==> config.mk <==
export PLATFORM = sky130hd
export DESIGN_NAME = ckbsm_regs
export DESIGN_NICKNAME = d
export VERILOG_FILES = /design/src/hdl/ckbsm_pkg.sv /design/src/hdl/ckbsm_regs.sv
export SDC_FILE = /design/constraint.sdc
export NUM_CORES = 1
export LEC_CHECK = 0
export BUFFER_PORTS_ARGS = -buffer_cell sky130_fd_sc_hd__buf_2
export CAP_MARGIN = 20
export CORE_MARGIN = 4
export CORE_UTILIZATION = 35
export CTS_CLUSTER_SIZE = 10
export DETAILED_ROUTE_END_ITERATION = 10
export HOLD_SLACK_MARGIN = 0.06
export PLACE_DENSITY = 0.55
export RECOVER_POWER = 25
export SLEW_MARGIN = 20
export SYNTH_ARGS = -nofsm -noshare
export SYNTH_HDL_FRONTEND = slang
export SYNTH_SLANG_ARGS = --single-unit
==> constraint.sdc <==
create_clock -name mclk_i -period 4.25 [get_ports mclk_i]
set_input_delay 0.425 -clock mclk_i [delete_from_list [all_inputs] [get_ports mclk_i]]
set_output_delay 0.425 -clock mclk_i [all_outputs]
set_load 0.02 [all_outputs]
==> src/hdl/ckbsm_pkg.sv <==
// constants, register map and state codes of the clock buffer control bank
package ckbsm_pkg;
  localparam int NREG = 8;
  localparam logic [6:0] SLV_ADDR = 7'h6d;
  // register indices
  localparam logic [7:0] IDX_OE = 8'h00;
  localparam logic [7:0] IDX_PLL = 8'h01;
  localparam logic [7:0] IDX_SLEW = 8'h02;
  localparam logic [7:0] IDX_FREQ = 8'h03;
  localparam logic [7:0] IDX_RSVD = 8'h04;
  localparam logic [7:0] IDX_REV = 8'h05;
  localparam logic [7:0] IDX_DEV = 8'h06;
  localparam logic [7:0] IDX_CNT = 8'h07;
  // field positions
  localparam int OE1_BIT = 5;
  localparam int OE0_BIT = 3;
  localparam int PLL_SW_BIT = 5;
  localparam int PLL_LO = 3;
  localparam int PLL_RB_LO = 6;
  localparam int SLEW1_BIT = 5;
  localparam int SLEW0_BIT = 3;
  localparam int FSW_BIT = 5;
  localparam int FSEL_LO = 3;
  localparam int FB_SLEW_BIT = 0;
  // values after reset, reserved bits included
  localparam logic [7:0] RST_TAB [NREG] = '{
    8'h39, 8'h06, 8'ha9, 8'hc3, 8'hff, 8'h00, 8'h00, 8'h08};
  // bits that a write may change
  localparam logic [7:0] WMASK_TAB [NREG] = '{
    8'h28, 8'h3b, 8'h28, 8'h39, 8'h00, 8'h00, 8'h00, 8'h1f};
  localparam logic [7:0] RSVD_READ = 8'hff;
  localparam logic [1:0] FSEL_DEFAULT = 2'b00;
  localparam logic [1:0] LATCH_DELAY = 2'd3;
  typedef enum logic [5:0] {
    ST_IDLE = 6'b000001,
    ST_ADDR = 6'b000010,
    ST_ACK = 6'b000100,
    ST_RX = 6'b001000,
    ST_TX = 6'b010000,
    ST_TACK = 6'b100000
  } ckbsm_state_type;
endpackage : ckbsm_pkg

==> src/hdl/ckbsm_regs.sv <==
// serial bus slave and control register bank of the two-output clock buffer
`timescale 1ns/100ps
module ckbsm_regs #(
  parameter logic [3:0] REV_ID = 4'h5, // arbitrary value
  parameter logic [3:0] VENDOR_ID = 4'ha, // arbitrary value
  parameter logic [1:0] DEV_TYPE = 2'h2, // arbitrary value
  parameter logic [5:0] DEV_ID = 6'h2a // arbitrary value
) (
  // clock and reset, the power-down input drives rst_n_i
  input wire logic mclk_i,
  input wire logic rst_n_i,
  // serial bus pins
  input wire logic scl_i,
  input wire logic sda_i,
  output logic sda_o,
  output logic sda_oe_o,
  // mode and enable pins
  input wire logic oe0_n_i,
  input wire logic oe1_n_i,
  input wire logic [1:0] pll_mode_pin_i,
  // controls to the analog side
  output logic out0_run_o,
  output logic out1_run_o,
  output logic [1:0] pll_mode_o,
  output logic [1:0] amplitude_o,
  output logic out0_edge_rate_sel_o,
  output logic out1_edge_rate_sel_o,
  output logic feedback_edge_rate_sel_o,
  output logic freq_sw_en_o,
  output logic [1:0] input_freq_sel_o
);
  ckbsm_pkg::ckbsm_state_type state_ff;
  logic [2:0] scl_sy_ff;
  logic [2:0] sda_sy_ff;
  logic [1:0] oe0_sy_ff;
  logic [1:0] oe1_sy_ff;
  logic [1:0] pm_m_ff;
  logic [1:0] pm_s_ff;
  logic [1:0] lat_cnt_ff;
  logic [1:0] mode_lat_ff;
  logic [7:0] regs_ff [ckbsm_pkg::NREG];
  logic [3:0] bit_cnt_ff;
  logic [7:0] sh_ff;
  logic rw_ff;
  logic nack_ff;
  logic first_rd_ff;
  logic sda_oe_ff;
  logic [1:0] byte_no_ff;
  logic [7:0] ptr_ff;
  logic [7:0] wcnt_ff;
  logic wr_stb_ff;
  logic [7:0] wr_idx_ff;
  logic [7:0] wr_dat_ff;
  logic [7:0] rd_val;
  logic [7:0] tx_val;
  logic scl_s;
  logic scl_q;
  logic sda_s;
  logic sda_q;
  logic scl_rise;
  logic scl_fall;
  logic start_det;
  logic stop_det;
  logic addr_done;
  logic rx_done;
  logic do_load;
  logic data_wr;

  // pins come from another domain: two flops first, third for edges
  always_ff @(posedge mclk_i or negedge rst_n_i) begin
    if (!rst_n_i) begin
      scl_sy_ff <= 3'h7;
      sda_sy_ff <= 3'h7;
      oe0_sy_ff <= 2'h3;
      oe1_sy_ff <= 2'h3;
      pm_m_ff <= 2'h0;
      pm_s_ff <= 2'h0;
    end else begin
      scl_sy_ff <= {scl_sy_ff[1:0], scl_i};
      sda_sy_ff <= {sda_sy_ff[1:0], sda_i};
      oe0_sy_ff <= {oe0_sy_ff[0], oe0_n_i};
      oe1_sy_ff <= {oe1_sy_ff[0], oe1_n_i};
      pm_m_ff <= pll_mode_pin_i;
      pm_s_ff <= pm_m_ff;
    end
  end

  assign scl_s = scl_sy_ff[1];
  assign scl_q = scl_sy_ff[2];
  assign sda_s = sda_sy_ff[1];
  assign sda_q = sda_sy_ff[2];
  assign scl_rise = scl_s & ~scl_q;
  assign scl_fall = ~scl_s & scl_q;
  assign start_det = scl_s & scl_q & sda_q & ~sda_s;
  assign stop_det = scl_s & scl_q & ~sda_q & sda_s;
  assign addr_done = (state_ff == ckbsm_pkg::ST_ADDR) && scl_fall && (bit_cnt_ff == 4'd8);
  assign rx_done = (state_ff == ckbsm_pkg::ST_RX) && scl_fall && (bit_cnt_ff == 4'd8);
  assign data_wr = rx_done && (byte_no_ff == 2'd2) && (wcnt_ff != 8'h00);
  assign do_load = scl_fall && (((state_ff == ckbsm_pkg::ST_ACK) && rw_ff)
                   || ((state_ff == ckbsm_pkg::ST_TACK) && !nack_ff));

  // mode pins settle through the synchroniser before they are caught once
  always_ff @(posedge mclk_i or negedge rst_n_i) begin
    if (!rst_n_i) begin
      lat_cnt_ff <= 2'd0;
      mode_lat_ff <= 2'b00;
    end else if (lat_cnt_ff != ckbsm_pkg::LATCH_DELAY) begin
      lat_cnt_ff <= lat_cnt_ff + 2'd1;
      if (lat_cnt_ff == ckbsm_pkg::LATCH_DELAY - 2'd1) begin
        mode_lat_ff <= pm_s_ff;
      end
    end
  end

  // register storage; masked write keeps reserved bits at default
  for (genvar g = 0; g < ckbsm_pkg::NREG; g++) begin : g_reg
    always_ff @(posedge mclk_i or negedge rst_n_i) begin
      if (!rst_n_i) begin
        regs_ff[g] <= ckbsm_pkg::RST_TAB[g];
      end else if (wr_stb_ff && (wr_idx_ff == 8'(g))) begin
        regs_ff[g] <= (regs_ff[g] & ~ckbsm_pkg::WMASK_TAB[g])
                      | (wr_dat_ff & ckbsm_pkg::WMASK_TAB[g]);
      end
    end
  end

  // read view of the map; unmapped indices read zero
  always_comb begin
    case (ptr_ff)
      ckbsm_pkg::IDX_OE, ckbsm_pkg::IDX_SLEW,
      ckbsm_pkg::IDX_FREQ, ckbsm_pkg::IDX_CNT: rd_val = regs_ff[ptr_ff[2:0]];
      ckbsm_pkg::IDX_PLL: rd_val = {mode_lat_ff, regs_ff[1][5:0]};
      ckbsm_pkg::IDX_RSVD: rd_val = ckbsm_pkg::RSVD_READ;
      ckbsm_pkg::IDX_REV: rd_val = {REV_ID, VENDOR_ID};
      ckbsm_pkg::IDX_DEV: rd_val = {DEV_TYPE, DEV_ID};
      default: rd_val = 8'h00;
    endcase
  end

  // the count byte leads every read
  assign tx_val = first_rd_ff ? regs_ff[7] : rd_val;

  // bus protocol engine
  always_ff @(posedge mclk_i or negedge rst_n_i) begin
    if (!rst_n_i) begin
      state_ff <= ckbsm_pkg::ST_IDLE;
      bit_cnt_ff <= 4'd0;
      sh_ff <= 8'h00;
      rw_ff <= 1'b0;
      nack_ff <= 1'b0;
      sda_oe_ff <= 1'b0;
    end else if (start_det) begin
      state_ff <= ckbsm_pkg::ST_ADDR;
      bit_cnt_ff <= 4'd0;
      sda_oe_ff <= 1'b0;
    end else if (stop_det) begin
      state_ff <= ckbsm_pkg::ST_IDLE;
      sda_oe_ff <= 1'b0;
    end else begin
      case (state_ff)
        ckbsm_pkg::ST_ADDR, ckbsm_pkg::ST_RX: begin
          if (scl_rise && bit_cnt_ff != 4'd8) begin
            sh_ff <= {sh_ff[6:0], sda_s};
            bit_cnt_ff <= bit_cnt_ff + 4'd1;
          end
          if (addr_done) begin
            if (sh_ff[7:1] == ckbsm_pkg::SLV_ADDR) begin
              rw_ff <= sh_ff[0];
              state_ff <= ckbsm_pkg::ST_ACK;
              sda_oe_ff <= 1'b1;
            end else begin
              state_ff <= ckbsm_pkg::ST_IDLE;
            end
          end else if (rx_done) begin
            state_ff <= ckbsm_pkg::ST_ACK;
            sda_oe_ff <= 1'b1;
          end
        end
        ckbsm_pkg::ST_ACK: begin
          if (scl_fall) begin
            bit_cnt_ff <= 4'd0;
            if (rw_ff) begin
              state_ff <= ckbsm_pkg::ST_TX;
              sh_ff <= tx_val;
              sda_oe_ff <= ~tx_val[7];
            end else begin
              state_ff <= ckbsm_pkg::ST_RX;
              sda_oe_ff <= 1'b0;
            end
          end
        end
        ckbsm_pkg::ST_TX: begin
          if (scl_fall) begin
            if (bit_cnt_ff == 4'd7) begin
              state_ff <= ckbsm_pkg::ST_TACK;
              sda_oe_ff <= 1'b0;
            end else begin
              sh_ff <= {sh_ff[6:0], 1'b0};
              sda_oe_ff <= ~sh_ff[6];
              bit_cnt_ff <= bit_cnt_ff + 4'd1;
            end
          end
        end
        ckbsm_pkg::ST_TACK: begin
          if (scl_rise) begin
            nack_ff <= sda_s;
          end
          if (scl_fall) begin
            bit_cnt_ff <= 4'd0;
            if (nack_ff) begin
              state_ff <= ckbsm_pkg::ST_IDLE;
            end else begin
              state_ff <= ckbsm_pkg::ST_TX;
              sh_ff <= tx_val;
              sda_oe_ff <= ~tx_val[7];
            end
          end
        end
        default: state_ff <= ckbsm_pkg::ST_IDLE;
      endcase
    end
  end

  // byte sequencing: index, count, data; pointer walks on each data byte within the count and each read byte after the count
  always_ff @(posedge mclk_i or negedge rst_n_i) begin
    if (!rst_n_i) begin
      byte_no_ff <= 2'd0;
      ptr_ff <= 8'h00;
      wcnt_ff <= 8'h00;
      first_rd_ff <= 1'b0;
    end else if (start_det) begin
      byte_no_ff <= 2'd0;
      first_rd_ff <= 1'b1;
    end else if (rx_done) begin
      if (byte_no_ff != 2'd2) begin
        byte_no_ff <= byte_no_ff + 2'd1;
      end
      if (byte_no_ff == 2'd0) begin
        ptr_ff <= sh_ff;
      end else if (byte_no_ff == 2'd1) begin
        wcnt_ff <= sh_ff;
      end else if (data_wr) begin
        wcnt_ff <= wcnt_ff - 8'h01;
        ptr_ff <= ptr_ff + 8'h01;
      end
    end else if (do_load) begin
      if (first_rd_ff) begin
        first_rd_ff <= 1'b0;
      end else begin
        ptr_ff <= ptr_ff + 8'h01;
      end
    end
  end

  // write strobe: bytes past the count are acknowledged but dropped
  always_ff @(posedge mclk_i or negedge rst_n_i) begin
    if (!rst_n_i) begin
      wr_stb_ff <= 1'b0;
      wr_idx_ff <= 8'h00;
      wr_dat_ff <= 8'h00;
    end else begin
      wr_stb_ff <= data_wr;
      wr_idx_ff <= ptr_ff;
      wr_dat_ff <= sh_ff;
    end
  end

  assign sda_o = 1'b0;
  assign sda_oe_o = sda_oe_ff;

  // controls to the analog side
  always_ff @(posedge mclk_i or negedge rst_n_i) begin
    if (!rst_n_i) begin
      out0_run_o <= 1'b0;
      out1_run_o <= 1'b0;
      pll_mode_o <= 2'b00;
      amplitude_o <= ckbsm_pkg::RST_TAB[1][1:0];
      out0_edge_rate_sel_o <= ckbsm_pkg::RST_TAB[2][ckbsm_pkg::SLEW0_BIT];
      out1_edge_rate_sel_o <= ckbsm_pkg::RST_TAB[2][ckbsm_pkg::SLEW1_BIT];
      feedback_edge_rate_sel_o <= ckbsm_pkg::RST_TAB[3][ckbsm_pkg::FB_SLEW_BIT];
      freq_sw_en_o <= 1'b0;
      input_freq_sel_o <= ckbsm_pkg::FSEL_DEFAULT;
    end else begin
      out0_run_o <= regs_ff[0][ckbsm_pkg::OE0_BIT] & ~oe0_sy_ff[1];
      out1_run_o <= regs_ff[0][ckbsm_pkg::OE1_BIT] & ~oe1_sy_ff[1];
      pll_mode_o <= regs_ff[1][ckbsm_pkg::PLL_SW_BIT]
                    ? regs_ff[1][ckbsm_pkg::PLL_LO +: 2] : mode_lat_ff;
      amplitude_o <= regs_ff[1][1:0];
      out0_edge_rate_sel_o <= regs_ff[2][ckbsm_pkg::SLEW0_BIT];
      out1_edge_rate_sel_o <= regs_ff[2][ckbsm_pkg::SLEW1_BIT];
      feedback_edge_rate_sel_o <= regs_ff[3][ckbsm_pkg::FB_SLEW_BIT];
      freq_sw_en_o <= regs_ff[3][ckbsm_pkg::FSW_BIT];
      input_freq_sel_o <= regs_ff[3][ckbsm_pkg::FSW_BIT]
                          ? regs_ff[3][ckbsm_pkg::FSEL_LO +: 2] : ckbsm_pkg::FSEL_DEFAULT;
    end
  end
endmodule : ckbsm_regs

==> qor.csv, run 1 <==
stage;metric;value;unit
run;Max Cap Viol;1;
route;Iter 0 DRT Violations;259;
clock_tree;clk_lat worst skew;0.34;ns
global_routing;vias in the first global route;3593;
yosys;area leader, netlist;dfrtp_1;
clock_tree;H-tree lvl count;3;
cells_and_area;# fillers;1331;
worst_setup_path;CP Capture Type;flop;
clock_tree;CTS Hold Buffers Added;0;
yosys;fraction of registers with async set or reset after synthesis;100;%
die;die height;129;um
route;DR WL/cell;16.1;um
yosys;area fraction of the dominant cell type after synthesis;39.8;%
global_routing;first-pass GRT wire length;18.7;mm
global_routing;All-Layer GR Usage;14.1;%
die;IO Pins;22;
sta;maximum clock rate;370;MHz
clock_tree;clk sink count;103;
power;leakage dissipation;2.48;nW
sta;Rel. slew slack;-23.4;%
die;Initial Utilization;36.3;%
cells_and_area;Diodes inserted;0;
yosys;Main synth FF type;dfrtp_1;
sta;setup TNS;0;ns
worst_setup_path;R2R setup slack;1.55;ns
worst_setup_path;startpoint types;flop;
run_status;status;finished, violations left;
yosys;Seq/Total Area, Yosys;51.1;%
min_path;Hold Path Class;in -> reg;
yosys;Post-synth EDFFs;0;
yosys;synthesis-stage register bit count;103;
yosys;ranking of synthesized cells by area;dfrtp_1, dfstp_2, mux2_2, nor2_1, nand2_1;
route;total routed wirelength;11.0;mm
power;Peak VDD IR;215;uV
worst_setup_path;Crit path required time;4.47;ns
route;Antenna Nets Post-Route;0;
global_routing;antenna violations before repair;0;
route;vias;3690;
sta;worst slew pin tran;1.85;ns
yosys;Post-Syn Instances;492;
sta;Pins Over Slew Limit;78;
sta;Tcrit/Tclk final;63.6;%
sta;clk_skew;0.0102;ns
cells_and_area;fin cells;685;
sta;Setup violations, final;0;
run_status;failing checks;max-capacitance violations, max-slew violations;
yosys;Ys Warns;0;
cells_and_area;layout cells sized above 1;17.6;%
clock_tree;TritonCTS clock tree;done;
cells_and_area;Area Overhead vs Synth;10.2;%
route;vias per cell;5.39;
place;Placement Cell Area;0.00530;mm2
yosys;post-synth cell types;69;
place;RD Place Congestion;0.951;
route;DRC;0;
worst_setup_path;WP data arrival;2.92;ns
cells_and_area;design area;0.00561;mm2
place;number of port buffers;20;
route;first-pass detailed-route iteration total;4;
worst_setup_path;R2R cell count;4;
die;die area;0.0165;mm2
die;# rows;43;
clock_tree;Post-CTS Setup Inserts;0;
clock_tree;clk buf depth;2;
die;core area;0.0140;mm2
cells_and_area;# nets final;521;
power;power per cell area;341;mW/mm2
die;Die Wd;129;um
worst_setup_path;WS Path Type;reg -> reg;
clock_tree;post-CTS resize count;0;
global_routing;grt total ovfl;0;
global_routing;largest net degree at the start of global routing;78;
clock_tree;Clock transition at path regs;0.08;ns
yosys;netlist area before placement;0.00509;mm2
min_path;WHS Path Cells;1;
yosys;Synth Net Count;513;
sta;RSZ-0062 raised after global routing;no;
sta;min Tclk post-route;2.70;ns
sta;Hold Fails Final Rpt;0;
clock_tree;Clk Tree Root Cell;clkbuf_16;
place;Detailed Place HPWL;7.92;mm
place;number of instances in the placed design;668;
worst_setup_path;critical path fanouts, max;14;
clock_tree;TritonCTS buffer count;9;
yosys;mean post-synth cell area;10.4;um2
## layout make-up
type                    instances  area (um2)  share of cell area (%)
well taps                     180         225                    4.01
flip-flops and latches        103        2610                    46.4
multi-input cells             344        2280                    40.7
repair buffers                 22         113                    2.01
inverters                      20        75.1                    1.34
clock inverters                 7        88.8                    1.58
clock buffers                   9         225                    4.01
## cell usage after synthesis (all sizes together), types with 5 or more instances
cell / n
inv: 20
a22oi: 6
a21oi: 30
clkbuf: 16
a31oi: 6
dfrtp: 81
dfstp: 22
nand2: 44
nor3b: 5
mux2: 25
nor2: 46
ha: 13
nand3: 16
nand3b: 6
nor2b: 7
o31ai: 7
xor2: 6
buf: 9
and3: 6
o22a: 7
o21ai: 31
nor3: 10
nor4: 6
## critical path, cell delays in order (launching register included)
cell and delay [ns]:
dfstp_2 0.57, nor2b_1 0.49, o2111ai_1 0.31, or4b_1 0.79
mux2_1 0.41
## per-stage QoR
stage	util [%]	hold slack, ns	power, W	setup WS (ns)
6_report	40.0	0.172	0.00191	1.55
5_1_grt	40.0	0.161	0.00200	1.37
4_1_cts	40.0	0.158	0.00195	1.51
3_5_place_dp	37.7	0.339	0.00109	1.51
3_3_place_gp	37.7	0.336	0.00109	1.60
2_1_floorplan	-	0.129	0.00105	1.94
## flip-flops by register name, summed over array words and instances, names as in the netlist, 2 cells and up
name	cells
pll_mode_o	2
oe1_sy_ff	2
wr_dat_ff	6
bit_cnt_ff	4
pm_s_ff	2
pm_m_ff	2
wr_idx_ff	8
scl_sy_ff	3
sda_sy_ff	3
ptr_ff	8
mode_lat_ff	2
input_freq_sel_o	2
wcnt_ff	8
amplitude_o	2
lat_cnt_ff	2
regs_ff	18
sh_ff	8
state_ff	6
byte_no_ff	2
oe0_sy_ff	2
## power breakdown
part / leakage [nW] / total (W) / switching, W / internal, W
logic: 1.00 / 0.0000508 / 0.0000360 / 0.0000147
clock network: 0.152 / 0.000849 / 0.000378 / 0.000471
registers: 1.33 / 0.00101 / 0.0000160 / 0.000998
total: 2.48 / 0.00191 / 0.000430 / 0.00148
## cell families after synthesis
kind of cell	share of synthesized area, %
AOI/OAI and AO/OA	15.6
buffers and inverters	4.05
and+or+nand+nor	17.2
muxes	7.20
xor gates and xnor gates	1.52
other	0.0736
adders and majority gates	3.19
DFF	51.1
## routing by layer
metal	GRT usage (%)	vias up	part of all wire, %
met2	22.3	106	47
met1	19.5	1782	46
li1	-	1788	-
met4	5.06	0	1.9
met5	0	-	0
met3	2.49	14	5.0
## worst paths after layout
kind	startpoint	to
worst min-delay path	oe0_n_i	oe0_sy_ff[0]
min in group asynchronous	rst_n_i	out0_run_o
max in group asynchronous	rst_n_i	scl_sy_ff[2]
worst max-delay path	scl_sy_ff[2]	sh_ff[3]
worst max register to register	scl_sy_ff[2]	sh_ff[3]
worst min register to register	pm_m_ff[0]	pm_s_ff[0]
## placed cells by master, fill, tap and decap left out, drive strengths merged, types with 16 or more instances in the layout
cell	instances
a21oi	30
buf	21
dfrtp	81
dfstp	22
inv	23
mux2	25
nand2	44
nand3	16
nor2	46
o21ai	31
Note: power is estimated with default switching activity, not from simulation.
==> run 2, diff against run 1 <==
clock period = 2.5 ns   (was 4.25 ns; I/O delays follow)
==> run 2 against run 1 <==
The flow now finishes without violations. Hold slack better by 0.18 ns. Clock power up 79%. Sequential power up 71%. Sequential cell count unchanged. Via count up 4.3%. Wire length up 12%. Non-clock buffer count up 30. Combinational power up 110%. Design area up 5.0%. Core utilization up 2.0 points.
==> qor.csv, run 2 (synthesis gave the netlist of run 1 again) <==
stage;metric;value;unit;change
global_routing;All-Layer GR Usage;15.9;%;+1.8 points
power;total power;0.00336;W;+75%
run;Max Cap Viol;0;;-1
worst_setup_path;WP data arrival;2.62;ns;-0.30 ns
clock_tree;clk_lat worst skew;0.35;ns;about the same
power;leakage dissipation;2.64;nW;+6.6%
global_routing;antenna violations before repair;0;;unchanged
sta;Rel. slew slack;29.8;%;+53 points
min_path;WHS Path Cells;0;;-1
sta;Hold Fails Final Rpt;0;;unchanged
worst_setup_path;startpoint types;flop;;
sta;Setup violations, final;0;;unchanged
min_path;Hold Path End;pm_s_ff[0];;
cells_and_area;Area Overhead vs Synth;15.7;%;
clock_tree;TritonCTS buffer count;9;;unchanged
cells_and_area;Reg with most FFs;regs_ff;;
cells_and_area;max FFs per register;18;;unchanged
sta;Tcrit/Tclk final;93.3;%;+30 points
sta;Pins Over Slew Limit;0;;-100%
route;vias;3847;;+4.3%
sta;final hold slack;0.355;ns;+0.183 ns
worst_setup_path;R2R Path End;sh_ff[2];;
cells_and_area;# nets final;551;;+5.8%
die;core area;0.0140;mm2;unchanged
route;Iter 0 DRT Violations;209;;-19%
clock_tree;clk sink count;103;;unchanged
place;Placement Cell Area;0.00549;mm2;+3.6%
sta;min Tclk post-route;2.33;ns;-0.372 ns
global_routing;grt total ovfl;0;;unchanged
min_path;Hold Path Class;reg -> reg;;
place;number of port buffers;20;;unchanged
global_routing;vias in the first global route;3857;;+7.3%
route;total routed wirelength;12.3;mm;+12%
global_routing;largest net degree at the start of global routing;52;;-33%
worst_setup_path;worst r2r src;ptr_ff[3];;
worst_setup_path;CP Capture Type;flop;;
route;DRC;0;;unchanged
route;Antenna Nets Post-Route;0;;unchanged
sta;worst slew pin tran;1.05;ns;-0.798 ns
clock_tree;Clock transition at path regs;0.07;ns;about the same
worst_setup_path;Crit path required time;2.79;ns;-1.68 ns
cells_and_area;most frequent cells in the layout;dfrtp_1, nor2_1, nand2_1;;
route;vias per cell;5.38;;-0.12%
route;DR WL/cell;17.2;um;+6.9%
die;die area;0.0165;mm2;unchanged
route;first-pass detailed-route iteration total;4;;unchanged
worst_setup_path;critical path fanouts, max;8;;-6
die;Die Wd;129;um;unchanged
worst_setup_path;R2R cell count;6;;+2
global_routing;busiest grt layer;met2;;
clock_tree;clk buf depth;2;;unchanged
clock_tree;TritonCTS clock tree;done;;
run_status;status;completed;;
die;# rows;43;;unchanged
clock_tree;H-tree lvl count;3;;unchanged
worst_setup_path;R2R setup slack;0.17;ns;-1.38 ns
sta;setup TNS;0;ns;unchanged
clock_tree;Clk Tree Root Cell;clkbuf_16;;
worst_setup_path;WS Path Type;reg -> reg;;
global_routing;first-pass GRT wire length;20.6;mm;+11%
power;power per cell area;569;mW/mm2;+67%
place;Detailed Place HPWL;8.97;mm;+13%
global_routing;met3 Usage GRT;3.28;%;+0.79 points
power;Peak VDD IR;417;uV;+94%
global_routing;grt met1 use;20.9;%;+1.4 points
place;Setup WS pre-CTS;0.0743;ns;-1.43 ns
sta;maximum clock rate;429;MHz;+16%
min_path;Hold Startpoint;pm_m_ff[0];;
die;die height;129;um;unchanged
die;IO Pins;22;;unchanged
place;RD Place Congestion;0.925;;-2.8%
cells_and_area;Diodes inserted;0;;unchanged
cells_and_area;design area;0.00589;mm2;+5.0%
die;Initial Utilization;36.3;%;unchanged
cells_and_area;commonest non-fill, non-tap cell in the layout;dfrtp_1;;
global_routing;global routing usage on met2;25.7;%;+3.4 points
sta;clk_skew;0.00677;ns;-0.00338 ns
clock_tree;Post-CTS Setup Inserts;0;;unchanged
sta;Setup WS post-layout;0.168;ns;-1.38 ns
sta;RSZ-0062 raised after global routing;no;;
cells_and_area;layout cells sized above 1;20.7;%;+3.1 points
==> run 2: through the flow <==
stage	util [%]	instances
3_5_place_dp	39.1	692
5_1_grt	42.0	715
6_report	42.0	715
2_1_floorplan	-	492
3_3_place_gp	39.1	692
4_1_cts	41.9	715
==> run 2: report_power, final <==
group / switching, W / internal, W
registers: 0.0000287 / 0.00170
clock network: 0.000620 / 0.000903
logic: 0.0000670 / 0.0000397
==> run 2: worst max-delay path by stage <==
| stage | from | end | slack (ns) | cells past startpoint |
|---|---|---|---|---|
| final | ptr_ff[3] | sh_ff[2] | 0.17 | 6 |
| after detailed placement | bit_cnt_ff[0] | sh_ff[4] | 0.07 | 9 |
| after floorplan | bit_cnt_ff[0] | sh_ff[4] | 0.19 | 9 |
| after CTS | bit_cnt_ff[0] | sh_ff[4] | 0.06 | 9 |
| after global routing | bit_cnt_ff[0] | sh_ff[4] | 0.02 | 9 |
| after global placement | bit_cnt_ff[0] | sh_ff[4] | 0.12 | 9 |
==> run 2: worst max-delay path: stages, from the launching register on <==
cell	delay [ns]
dfrtp_1	0.45
or4_1	0.56
or2_2	0.38
nor3_2	0.32
o21ai_0	0.17
o221a_2	0.27
o21ai_1	0.11
==> run 2: layout make-up <==
type,instances,area [um2]
clock buffers,13,283
clock inverters,3,45.0
flip-flops and latches,103,2610
well taps,180,225
repair buffers,52,369
inverters,20,75.1
fillers,1345,8150
multi-input cells,344,2290
==> run 2: routing by layer <==
metal | vias to the layer above | routed length (um)
met3 | 22 | 491
met5 | - | 0
met4 | 0 | 320
li1 | 1849 | -
met2 | 83 | 5950
met1 | 1893 | 5500
==> run 2: what timing repair did <==
item,CTS,global route
endpoints found under the setup margin,0,6
hold buffers,7,0
hold endpoints to repair,23,0
gates resized for setup,0,2
